[src/hw/snp_pkg.sv]
// Shared constants and types for the serial flash status and protect link.
`default_nettype none
package snp_pkg;
	localparam logic [7:0] CMD_WREN = 8'h06;
	localparam logic [7:0] CMD_WRDI = 8'h04;
	localparam logic [7:0] CMD_GETF = 8'h0F;
	localparam logic [7:0] CMD_SETF = 8'h1F;
	localparam logic [7:0] CMD_PROG = 8'h10;
	localparam logic [7:0] CMD_PROT = 8'h2A;
	localparam logic [7:0] CMD_ERASE = 8'hD8;
	localparam logic [7:0] FA_LOCK = 8'hA0;
	localparam logic [7:0] FA_CFG = 8'hB0;
	localparam logic [7:0] FA_STAT = 8'hC0;
	localparam logic [7:0] FA_THR = 8'h10;
	// Field positions inside feature bytes.
	localparam int LOCK_WD_BIT = 7;
	localparam int LOCK_LSB = 3;
	localparam int PRTE_BIT = 7;
	localparam int THR_LSB = 4;
	// Values after power-on.
	localparam logic [2:0] LOCK_RST = 3'h7;
	localparam logic LOCK_WD_RST = 1'b0;
	localparam logic PRTE_RST = 1'b0;
	localparam logic [3:0] THR_RST = 4'h1;
	localparam logic WEL_RST = 1'b0;
	// Block addressing: block number sits in row address bits 16:6.
	localparam int BLK_LSB = 6;
	localparam logic [3:0] PROT_TOP = 4'hF;
	// First locked block per lock code, 2048 meaning none.
	localparam logic [7:0][11:0] LOCK_BASE = {12'h000, 12'h400, 12'h600,
		12'h700, 12'h780, 12'h7C0, 12'h7E0, 12'h800};
	// Timing in core clock cycles of 8 ns.
	localparam int CLK_NS = 8;
	localparam int OP_BUSY_NS = 2000;
	localparam logic [8:0] OP_BUSY_CYC = 9'(OP_BUSY_NS / CLK_NS);
	localparam logic [3:0] HALF_CYC = 4'h8;
	// Host register map and command register fields.
	localparam logic [7:0] HR_CMD = 8'h00;
	localparam logic [7:0] HR_ROW = 8'h04;
	localparam logic [7:0] HR_STAT = 8'h08;
	localparam logic [7:0] HR_WP = 8'h0C;
	localparam int CMD_FA_LSB = 8;
	localparam int CMD_FD_LSB = 16;
	localparam int CMD_REP_LSB = 24;
	localparam logic WP_RST = 1'b1;
	typedef enum logic [1:0] {
		OPK_PROG = 2'h0,
		OPK_PROT = 2'h1,
		OPK_ERASE = 2'h3
	} snp_opk_t;
	typedef enum logic [1:0] {
		H_IDLE = 2'h0,
		H_SHIFT = 2'h1,
		H_END = 2'h3
	} snp_hst_t;
endpackage
`default_nettype wire

[src/hw/snp_if.sv]
// Serial link between the host controller and the flash status logic.
`timescale 1ns/1ps
`default_nettype none
interface snp_if;
	logic sclk;
	logic cs_n;
	logic mosi;
	logic miso;
	logic wp_n;
	modport dev (input sclk, cs_n, mosi, wp_n, output miso);
	modport host (output sclk, cs_n, mosi, wp_n, input miso);
endinterface
`default_nettype wire

[src/hw/snp_dev.sv]
// Flash side: feature table, status streaming, block lock and protection.
//
// Chosen here: the serial link interface to the feature registers.
`timescale 1ns/1ps
`default_nettype none
module snp_dev (
	input wire logic core_clk_in, // Core clock, 125 MHz.
	input wire logic rst_in, // Asynchronous power-on reset, high.
	snp_if.dev link, // Serial link to the host.
	input wire logic ecc_report_in, // Pulse: a page read ECC result.
	input wire logic [3:0] ecc_flips_in, // Corrected bit count.
	input wire logic ecc_uncorr_in, // Uncorrectable page.
	input wire logic array_fail_in, // Array reports failure at completion.
	output logic op_start_out, // Pulse: array operation begins.
	output logic [1:0] op_kind_out, // Kind of the started operation.
	output logic [10:0] op_block_out // Target block of the operation.
);
	logic [1:0] sclk_s, cs_s, mosi_s, wp_s;
	logic sclk_d, cs_d;
	logic [2:0] bit_cnt, byte_cnt, ocnt;
	logic [7:0] rx, opcode, faddr;
	logic [6:0] osh;
	logic [23:0] row;
	logic stream, miso;
	logic lock_wd, protection_enable, write_enable_latch, busy, pf, ef;
	logic [2:0] lock;
	logic [3:0] thr;
	logic [1:0] ecc;
	logic [127:0] prot;
	logic [8:0] op_cnt;
	logic op_fail;
	snp_pkg::snp_opk_t op_kind;
	logic [10:0] op_block;
	logic op_start;

	// Link inputs pass two flip-flops before any logic reads them.
	always_ff @(posedge core_clk_in or posedge rst_in) begin
		if (rst_in) begin
			sclk_s <= 2'h0;
			cs_s <= 2'h3;
			mosi_s <= 2'h0;
			wp_s <= 2'h3;
			sclk_d <= 1'b0;
			cs_d <= 1'b1;
		end else begin
			sclk_s <= {sclk_s[0], link.sclk};
			cs_s <= {cs_s[0], link.cs_n};
			mosi_s <= {mosi_s[0], link.mosi};
			wp_s <= {wp_s[0], link.wp_n};
			sclk_d <= sclk_s[1];
			cs_d <= cs_s[1];
		end
	end

	// Edge and byte decoding of the incoming stream.
	wire sel = ~cs_s[1];
	wire rise = sel & sclk_s[1] & ~sclk_d;
	wire fall = sel & ~sclk_s[1] & sclk_d;
	wire cs_rise = cs_s[1] & ~cs_d;
	wire byte_done = rise & (bit_cnt == 3'h7);
	wire [7:0] rbyte = {rx[6:0], mosi_s[1]};
	wire is_byte0 = byte_done & (byte_cnt == 3'h0);
	wire setf = byte_done & (byte_cnt == 3'h2) & (opcode == snp_pkg::CMD_SETF)
		& ~busy;
	wire lock_frozen = lock_wd & ~wp_s[1];
	wire [10:0] blk = row[snp_pkg::BLK_LSB +: 11];
	wire locked = {1'b0, blk} >= snp_pkg::LOCK_BASE[lock];
	wire in_top = blk[10:7] == snp_pkg::PROT_TOP;
	wire is_prot = prot[blk[6:0]] & in_top;
	wire arr_cmd = (opcode == snp_pkg::CMD_PROG) | (opcode == snp_pkg::CMD_ERASE)
		| ((opcode == snp_pkg::CMD_PROT) & protection_enable);
	wire go = cs_rise & (byte_cnt == 3'h4) & arr_cmd & write_enable_latch & ~busy;
	wire refuse = locked | is_prot | ((opcode == snp_pkg::CMD_PROT) & ~in_top);
	wire done = busy & (op_cnt == 9'h001);
	wire [7:0] stat_byte = {2'h0, ecc, pf, ef, write_enable_latch, busy};
	wire [7:0] fv = (faddr == snp_pkg::FA_STAT) ? stat_byte :
		(faddr == snp_pkg::FA_LOCK) ? {lock_wd, 1'b0, lock, 3'h0} :
		(faddr == snp_pkg::FA_CFG) ? {protection_enable, 7'h00} :
		(faddr == snp_pkg::FA_THR) ? {thr, 4'h0} : 8'h00;

	// Frame counters, opcode, feature address and row address capture.
	always_ff @(posedge core_clk_in or posedge rst_in) begin
		if (rst_in) begin
			bit_cnt <= 3'h0;
			byte_cnt <= 3'h0;
			rx <= 8'h00;
			opcode <= 8'h00;
			faddr <= 8'h00;
			row <= 24'h000000;
		end else if (!sel) begin
			bit_cnt <= 3'h0;
			byte_cnt <= 3'h0;
		end else if (rise) begin
			bit_cnt <= bit_cnt + 3'h1;
			rx <= rbyte;
			if (byte_done && byte_cnt != 3'h7) begin
				byte_cnt <= byte_cnt + 3'h1;
			end
			if (is_byte0) begin
				opcode <= rbyte;
			end
			if (byte_done && byte_cnt == 3'h1) begin
				faddr <= rbyte;
			end
			if (byte_done && byte_cnt != 3'h0 && byte_cnt < 3'h4) begin
				row <= {row[15:0], rbyte};
			end
		end
	end

	// Feature read: the selected byte repeats, latched at each first bit.
	always_ff @(posedge core_clk_in or posedge rst_in) begin
		if (rst_in) begin
			stream <= 1'b0;
			ocnt <= 3'h0;
			osh <= 7'h00;
			miso <= 1'b0;
		end else if (!sel) begin
			stream <= 1'b0;
			ocnt <= 3'h0;
		end else begin
			if (byte_done && byte_cnt == 3'h1 && opcode == snp_pkg::CMD_GETF) begin
				stream <= 1'b1;
			end
			if (fall && stream) begin
				ocnt <= ocnt + 3'h1;
				if (ocnt == 3'h0) begin
					miso <= fv[7];
					osh <= fv[6:0];
				end else begin
					miso <= osh[6];
					osh <= {osh[5:0], 1'b0};
				end
			end
		end
	end

	// Feature table writes; reset commands never touch these bits.
	always_ff @(posedge core_clk_in or posedge rst_in) begin
		if (rst_in) begin
			lock <= snp_pkg::LOCK_RST;
			lock_wd <= snp_pkg::LOCK_WD_RST;
			protection_enable <= snp_pkg::PRTE_RST;
			thr <= snp_pkg::THR_RST;
		end else if (setf) begin
			if (faddr == snp_pkg::FA_LOCK && !lock_frozen) begin
				lock_wd <= rbyte[snp_pkg::LOCK_WD_BIT];
				lock <= rbyte[snp_pkg::LOCK_LSB +: 3];
			end
			if (faddr == snp_pkg::FA_CFG) begin
				protection_enable <= rbyte[snp_pkg::PRTE_BIT];
			end
			if (faddr == snp_pkg::FA_THR) begin
				thr <= rbyte[snp_pkg::THR_LSB +: 4];
			end
		end
	end

	// Write enable latch follows only its two commands and completion.
	always_ff @(posedge core_clk_in or posedge rst_in) begin
		if (rst_in) begin
			write_enable_latch <= snp_pkg::WEL_RST;
		end else if (done) begin
			write_enable_latch <= 1'b0;
		end else if (is_byte0 && !busy && rbyte == snp_pkg::CMD_WREN) begin
			write_enable_latch <= 1'b1;
		end else if (is_byte0 && !busy && rbyte == snp_pkg::CMD_WRDI) begin
			write_enable_latch <= 1'b0;
		end
	end

	// Array operation sequencer: busy period, then pass or fail result.
	always_ff @(posedge core_clk_in or posedge rst_in) begin
		if (rst_in) begin
			busy <= 1'b0;
			op_cnt <= 9'h000;
			op_fail <= 1'b0;
			op_kind <= snp_pkg::OPK_PROG;
			op_block <= 11'h000;
			op_start <= 1'b0;
		end else begin
			op_start <= go & ~refuse;
			if (go) begin
				busy <= 1'b1;
				op_cnt <= snp_pkg::OP_BUSY_CYC;
				op_fail <= refuse;
				op_block <= blk;
				op_kind <= (opcode == snp_pkg::CMD_PROG) ? snp_pkg::OPK_PROG :
					(opcode == snp_pkg::CMD_PROT) ? snp_pkg::OPK_PROT :
					snp_pkg::OPK_ERASE;
			end else if (busy) begin
				op_cnt <= op_cnt - 9'h001;
				busy <= ~done;
			end
		end
	end

	// Result flags, protected block store and ECC status.
	wire fail_now = op_fail | array_fail_in;
	always_ff @(posedge core_clk_in or posedge rst_in) begin
		if (rst_in) begin
			pf <= 1'b0;
			ef <= 1'b0;
			prot <= '0;
			ecc <= 2'h0;
		end else begin
			if (done && op_kind != snp_pkg::OPK_ERASE) begin
				pf <= fail_now;
			end
			if (done && op_kind == snp_pkg::OPK_ERASE) begin
				ef <= fail_now;
			end
			if (done && op_kind == snp_pkg::OPK_PROT && !fail_now) begin
				prot[op_block[6:0]] <= 1'b1;
			end
			if (ecc_report_in) begin
				ecc <= ecc_uncorr_in ? 2'h2 : (ecc_flips_in == 4'h0) ? 2'h0 :
					(ecc_flips_in >= thr) ? 2'h3 : 2'h1;
			end
		end
	end

	assign link.miso = miso;
	assign op_start_out = op_start;
	assign op_kind_out = op_kind;
	assign op_block_out = op_block;
endmodule // snp_dev
`default_nettype wire

[src/flat_wrapper.sv]
// flat-port wrapper written by rule: the top's interface ports become plain ports
module snp_dev_flat 
  (core_clk_in, rst_in, ecc_report_in, ecc_flips_in, ecc_uncorr_in, array_fail_in, op_start_out, op_kind_out, op_block_out, link_sclk, link_cs_n, link_mosi, link_wp_n, link_miso);
  snp_if link_i ();
  input wire logic core_clk_in;
  input wire logic rst_in;
  input wire logic ecc_report_in;
  input wire logic [3:0] ecc_flips_in;
  input wire logic ecc_uncorr_in;
  input wire logic array_fail_in;
  output logic op_start_out;
  output logic [1:0] op_kind_out;
  output logic [10:0] op_block_out;
  input wire logic [$bits(link_i.sclk)-1:0] link_sclk;
  input wire logic [$bits(link_i.cs_n)-1:0] link_cs_n;
  input wire logic [$bits(link_i.mosi)-1:0] link_mosi;
  input wire logic [$bits(link_i.wp_n)-1:0] link_wp_n;
  output wire logic [$bits(link_i.miso)-1:0] link_miso;
  assign link_i.sclk = link_sclk;
  assign link_i.cs_n = link_cs_n;
  assign link_i.mosi = link_mosi;
  assign link_i.wp_n = link_wp_n;
  assign link_miso = link_i.miso;
  snp_dev u_core (.core_clk_in(core_clk_in), .rst_in(rst_in), .link(link_i), .ecc_report_in(ecc_report_in), .ecc_flips_in(ecc_flips_in), .ecc_uncorr_in(ecc_uncorr_in), .array_fail_in(array_fail_in), .op_start_out(op_start_out), .op_kind_out(op_kind_out), .op_block_out(op_block_out));
endmodule
[config.mk]
export PLATFORM = sky130hd
export DESIGN_NAME = snp_dev_flat
export DESIGN_NICKNAME = d
export VERILOG_FILES = /design/src/hw/snp_pkg.sv /design/src/hw/snp_if.sv /design/src/hw/snp_dev.sv /design/src/flat_wrapper.sv
export SDC_FILE = /design/constraint.sdc
export NUM_CORES = 1
export LEC_CHECK = 0
export BUFFER_PORTS_ARGS = -buffer_cell sky130_fd_sc_hd__buf_4
export CORE_MARGIN = 3
export CORE_UTILIZATION = 64
export CTS_BUF_LIST = sky130_fd_sc_hd__clkbuf_8
export DETAILED_ROUTE_END_ITERATION = 8
export MAX_ROUTING_LAYER = met4
export PLACE_DENSITY = 0.81
export SLEW_MARGIN = 40
export SYNTH_ARGS = -nofsm -noshare
export SYNTH_HDL_FRONTEND = slang
export SYNTH_SLANG_ARGS = --single-unit
[constraint.sdc]
create_clock -name core_clk_in -period 8.9 [get_ports core_clk_in]
set_input_delay 1.335 -clock core_clk_in [delete_from_list [all_inputs] [get_ports core_clk_in]]
set_output_delay 1.335 -clock core_clk_in [all_outputs]
set_load 0.02 [all_outputs]
After elaboration in Yosys (flattened, before gate mapping) --
Memories as Yosys holds them, arrays and structs flattened. Index checks and enable logic that the tools add are counted.
Storage, ports and cells: register bits 235, bits in latches 0, RAM bits 0, ROM bits 96, input bits 13, output and inout bits 15, word-level logic and storage cells 168, memories 1
Operators by class: add/subtract/negate cells 4, $mul 0, div/mod/pow operators 0, $lt $le $gt $ge 7, equal/unequal tests 21, shift operators 0, multiplexer cells 32, bitwise gates (word level) 35, reductions and logical operators 37
Memories:
- (no name shown) | depth 8, bits a word 12, rd ports 1, clocked after memory_dff 0, write ports 0, line snp_dev.sv:67 | wire locked = {1'b0, blk} >= snp_pkg::LOCK_BASE[lock];
Operator list (number):
- 128-bit OR | 1
- 8-bit == test, second input constant | 4
- 8-bit two-way mux | 4
- 8-bit by 5-bit == test with 1-bit output, second input constant | 3
- 3-bit two-way mux | 7
- 1-bit AND | 20
- 9-bit two-way mux | 2
- 8-bit by 3-bit == test with 1-bit output, second input constant | 2
- 7-bit by 8-bit less-than comparator with 1-bit output, second input constant | 2
- 1-bit logical AND | 15
- 11-bit by 12-bit greater-or-equal comparator with 1-bit output | 1
- 12-bit two-way mux | 1
- 2-bit AND reduction | 6
- 1-bit two-way mux | 10
- 2-bit two-way mux | 5
- 2-bit nonzero test | 5
- 3-bit by 1-bit adder with 3-bit output, second input constant | 3
- 9-bit by 1-bit == test with 1-bit output, second input constant | 1
- 1-bit NOT | 9
- 3-bit AND reduction | 3
- 9-bit by 1-bit subtractor with 9-bit output, second input constant | 1
- 8-bit by 4-bit == test with 1-bit output, second input constant | 1
- 8-bit by 6-bit == test with 1-bit output, second input constant | 1
- 1-bit binary-select mux with 7-bit select | 1
- 19 further kinds | 28

Depth between registers and ports, before layout --
word-level depth 10, mapped depth 11

Least setup slack after synthesis --
Ideal clock, no wire load.
path kind in2reg, start point input port array_fail_in, end point register u_core.prot[17], data arrival time 2.450 ns, data required time 8.836 ns, setup slack 6.386 ns, cell stages on the path 6, path through nor4b_1 nand3_1 nor2_4 nand2_4 nor3_4 a21o_1
On the way: cells in the longest elaborated chain, start to end 3
Ends and longest elaborated chain:
- start: declaration | line flat_wrapper.sv:10 | input wire logic array_fail_in;
- 1-bit OR | line snp_dev.sv:199 | wire fail_now = op_fail | array_fail_in;
- 1-bit logical NOT | line snp_dev.sv:213 | if (done && op_kind == snp_pkg::OPK_PROT && !fail_now) begin
- 1-bit logical AND | line snp_dev.sv:213
- end signal: assignment | line snp_dev.sv:204 | prot <= '0;
- end signal: indexed assignment | line snp_dev.sv:214 | prot[op_block[6:0]] <= 1'b1;
- end: declaration | line snp_dev.sv:29 | logic [127:0] prot;
Every way passes these cells. A chain may end at the register's enable or synchronous reset.

Worst setup path in the final report --
start point register u_core.op_block[2] (netlist: u_core.op_block_out[2]), end point output port op_block_out[2]
RTL lines:
- start: declaration | line snp_dev.sv:33 | logic [10:0] op_block;
- start signal: assignment | line snp_dev.sv:187 | op_block <= blk;
- end: declaration | line flat_wrapper.sv:13 | output logic [10:0] op_block_out;
No word-level cell between the ends.

==> flow_metrics.tcl <==
set metrics [dict create \
    status "finished clean" \
    finalNetCount 954 \
    final_util_pct 74.0 \
    worst_slew_margin_rel_pct 41.8 \
    ys_seq_area_share_pct 55.1 \
    setup_viol 0 \
    hold_viol 0 \
    dp_hpwl_microns 15900 \
    ir_worst_vdd_uv 120 \
    die_h_microns 135 \
    grt_max_degree 151 \
    cts_tree "built" \
    arrival_ps 1530 \
    most-common-layout-cells "dfrtp_1, a21o_1, mux2i_1" \
    dpl-instance-area_sq_um 11100 \
    period_needed_ps 2860 \
    slowest_stage "dfrtp_1" \
    power_density_nw_per_um2 179 \
    die_area_sq_um 18300 \
    rows 46 \
    crit_start "u_core.op_block_out[2]" \
    core_sq_um 16100 \
    grt_pass1_wl_microns 39700 \
    synth-seq-cells 235 \
    fin_ws_ps 6040 \
    cp_cell_sequence "buf_4" \
    p_int_mw 1.65 \
    worstMarginPinSlew_ps 873 \
    finish.instance_area_sq_um 11900 \
    max_freq_mhz 350 \
    synth_area_sq_um 10700 \
    cts.sinks 235 \
    cpLargestDelayFamily "flip-flops" \
    cp-end-kind "output pin" \
    ant_nets 0 \
    dp_slack_ps 5760 \
    slowest_delay_ps 730 \
    drc 0 \
    synth_nets 917 \
    synth_top_flop_cell "dfrtp_1" \
    dp_cells 1091 \
    syn_area_per_cell_sq_um 12.2 \
    rr_endpoint "u_core.op_fail" \
    diodes 0 \
    fin_skew_ps 22.8 \
    antenna_found_initial 0 \
    cts_setup_buffers 0 \
    endpoint "op_block_out[2]" \
    ios 28 \
    viasPerCell 6.31 \
    grt_overflow_total 0 \
    drtIter0Drc 621 \
    drtPass1Iterations 5 \
    synthDistinctLibCells 67 \
    track_usage_pct 28.4 \
    io_buffers 27 \
    start_util_pct 66.3 \
    clkPwrFrac_pct 44.7 \
    cts-resized-gates 0 \
    grt_pass1_vias 7598 \
    h-tree-depth 2 \
    worst-r2r-cell-count 11 \
    synthArstFlopShare_pct 100 \
    combPwrFrac_pct 2.3 \
    wl_per_cell_microns 20.9 \
    crit_fanout 17 \
    area_growth_syn_to_layout_pct 11.5 \
    synthCells 879 \
    r2r-start "u_core.lock[1]" \
    synth_top_cells_by_area "dfrtp_1, a21o_1, mux2i_1, mux2_2, ha_1" \
    yosys.area.top_type_share_pct 52.9 \
    crit_type "reg -> out" \
    final_cells 1160 \
    swShare_pct 22.6 \
    max-cap-violations 0 \
    period_share_pct 32.1 \
    cp_num_cells 1 \
    synth_area_leader_cell "dfrtp_1" \
    cts.clk_slew.worst_paths_ps 60 \
    routed-via-count 7320 \
    p_sw_mw 0.482 \
    drive_above_1_share_pct 20.7 \
    r2r_slack_ps 6260 \
    synth_warnings 0 \
    hp-class "reg -> reg" \
    sequentialPowerShare_pct 52.9 \
    tns_ps 0 \
    startpoint_type "flop" \
    hold_buffers 0 \
    synth-edff-count 0 \
    cts_buffers 39 \
    cts-root-buf "clkbuf_8" \
    clock_latency_ps 540 \
    grt_setup_unrepaired "false" \
    slew_viol_final 0 \
    gp_congestion 0.908 \
    crit_required_ps 7570 \
    die_w_microns 135 \
    cp_num_buf_inv 1 \
    p_leak_nw 6.18 \
    final_common_cell "dfrtp_1" \
    wirelength_microns 24200 \
    clock_path_buffers 3 \
]
==> per-layer routing <==
layer / part of all wire (%) / GRT usage [%]
met2: 47 / 42.4
met3: 8.7 / 6.72
met4: 2.5 / 9.80
met5: 0 / -
met1: 42 / 38.9
==> cell usage after synthesis, types with 14 or more instances <==
library cell / instances
mux2i_1: 68
clkbuf_1: 22
ha_1: 25
o21ai_0: 14
a22oi_1: 26
a21oi_1: 21
a21o_1: 99
inv_1: 21
nor2_1: 39
nand2_1: 50
o21bai_1: 32
mux2_2: 54
dfrtp_1: 226
==> power groups by stage <==
stage                     clock network, mW  registers (mW)  logic [mW]
after floorplan                           0            1.12      0.0369
after global placement                    0            1.14      0.0465
after detailed placement                  0            1.14      0.0506
after CTS                             0.974            1.13      0.0510
after global routing                   1.02            1.13      0.0558
final                                 0.953            1.13      0.0493
==> cell families (layout without fill, tap and decap cells) <==
group,after synthesis,in the layout,share of synthesized area (%)
compound gates,218,218,14.7
xor+xnor,5,5,0.410
mux,130,130,13.0
flops,235,235,55.1
buf+inv,60,125,2.42
simple gates,206,206,11.4
fa+ha+maj,25,25,2.93
==> cell type report <==
class | instances | area, sq um
Timing Repair Buffer | 35 | 292
Multi-Input combinational cell | 584 | 4570
Inverter | 21 | 91.3
Clock inverter | 18 | 103
Sequential cell | 235 | 5900
Tap cell | 216 | 270
Clock buffer | 51 | 702
Fill cell | 1018 | 4190
==> stage by stage <==
step | hold WS (ps) | power (mW)
detailed placement | 341 | 1.19
global placement | 333 | 1.19
floorplan | 331 | 1.16
CTS | 353 | 2.15
global route | 357 | 2.21
finish | 348 | 2.13
==> how the worst min path moves through the flow <==
stage                      from               end  slack, ps  cells past startpoint
3_5_place_dp   u_core.sclk_s[0]  u_core.sclk_s[1]        340                      0
4_1_cts        u_core.sclk_s[0]  u_core.sclk_s[1]        350                      0
3_3_place_gp   u_core.sclk_s[0]  u_core.sclk_s[1]        330                      0
6_report       u_core.sclk_s[0]  u_core.sclk_s[1]        350                      0
5_1_grt        u_core.sclk_s[0]  u_core.sclk_s[1]        360                      0
2_1_floorplan  u_core.mosi_s[0]  u_core.mosi_s[1]        330                      0
==> state kept, by name, summed over array words and instances, names as in the netlist, 2 cells and up <==
signal,count
u_core.ecc,2
u_core.osh,7
u_core.row,17
u_core.cs_s,2
u_core.prot,128
u_core.ocnt,3
u_core.lock,3
u_core.bit_cnt,3
u_core.mosi_s,2
u_core.opcode,8
u_core.thr,4
u_core.op_block_out,11
u_core.byte_cnt,3
u_core.sclk_s,2
u_core.rx,7
u_core.wp_s,2
u_core.op_kind_out,2
u_core.op_cnt,9
u_core.faddr,8
No activity file was read; power rests on OpenSTA's default activity.
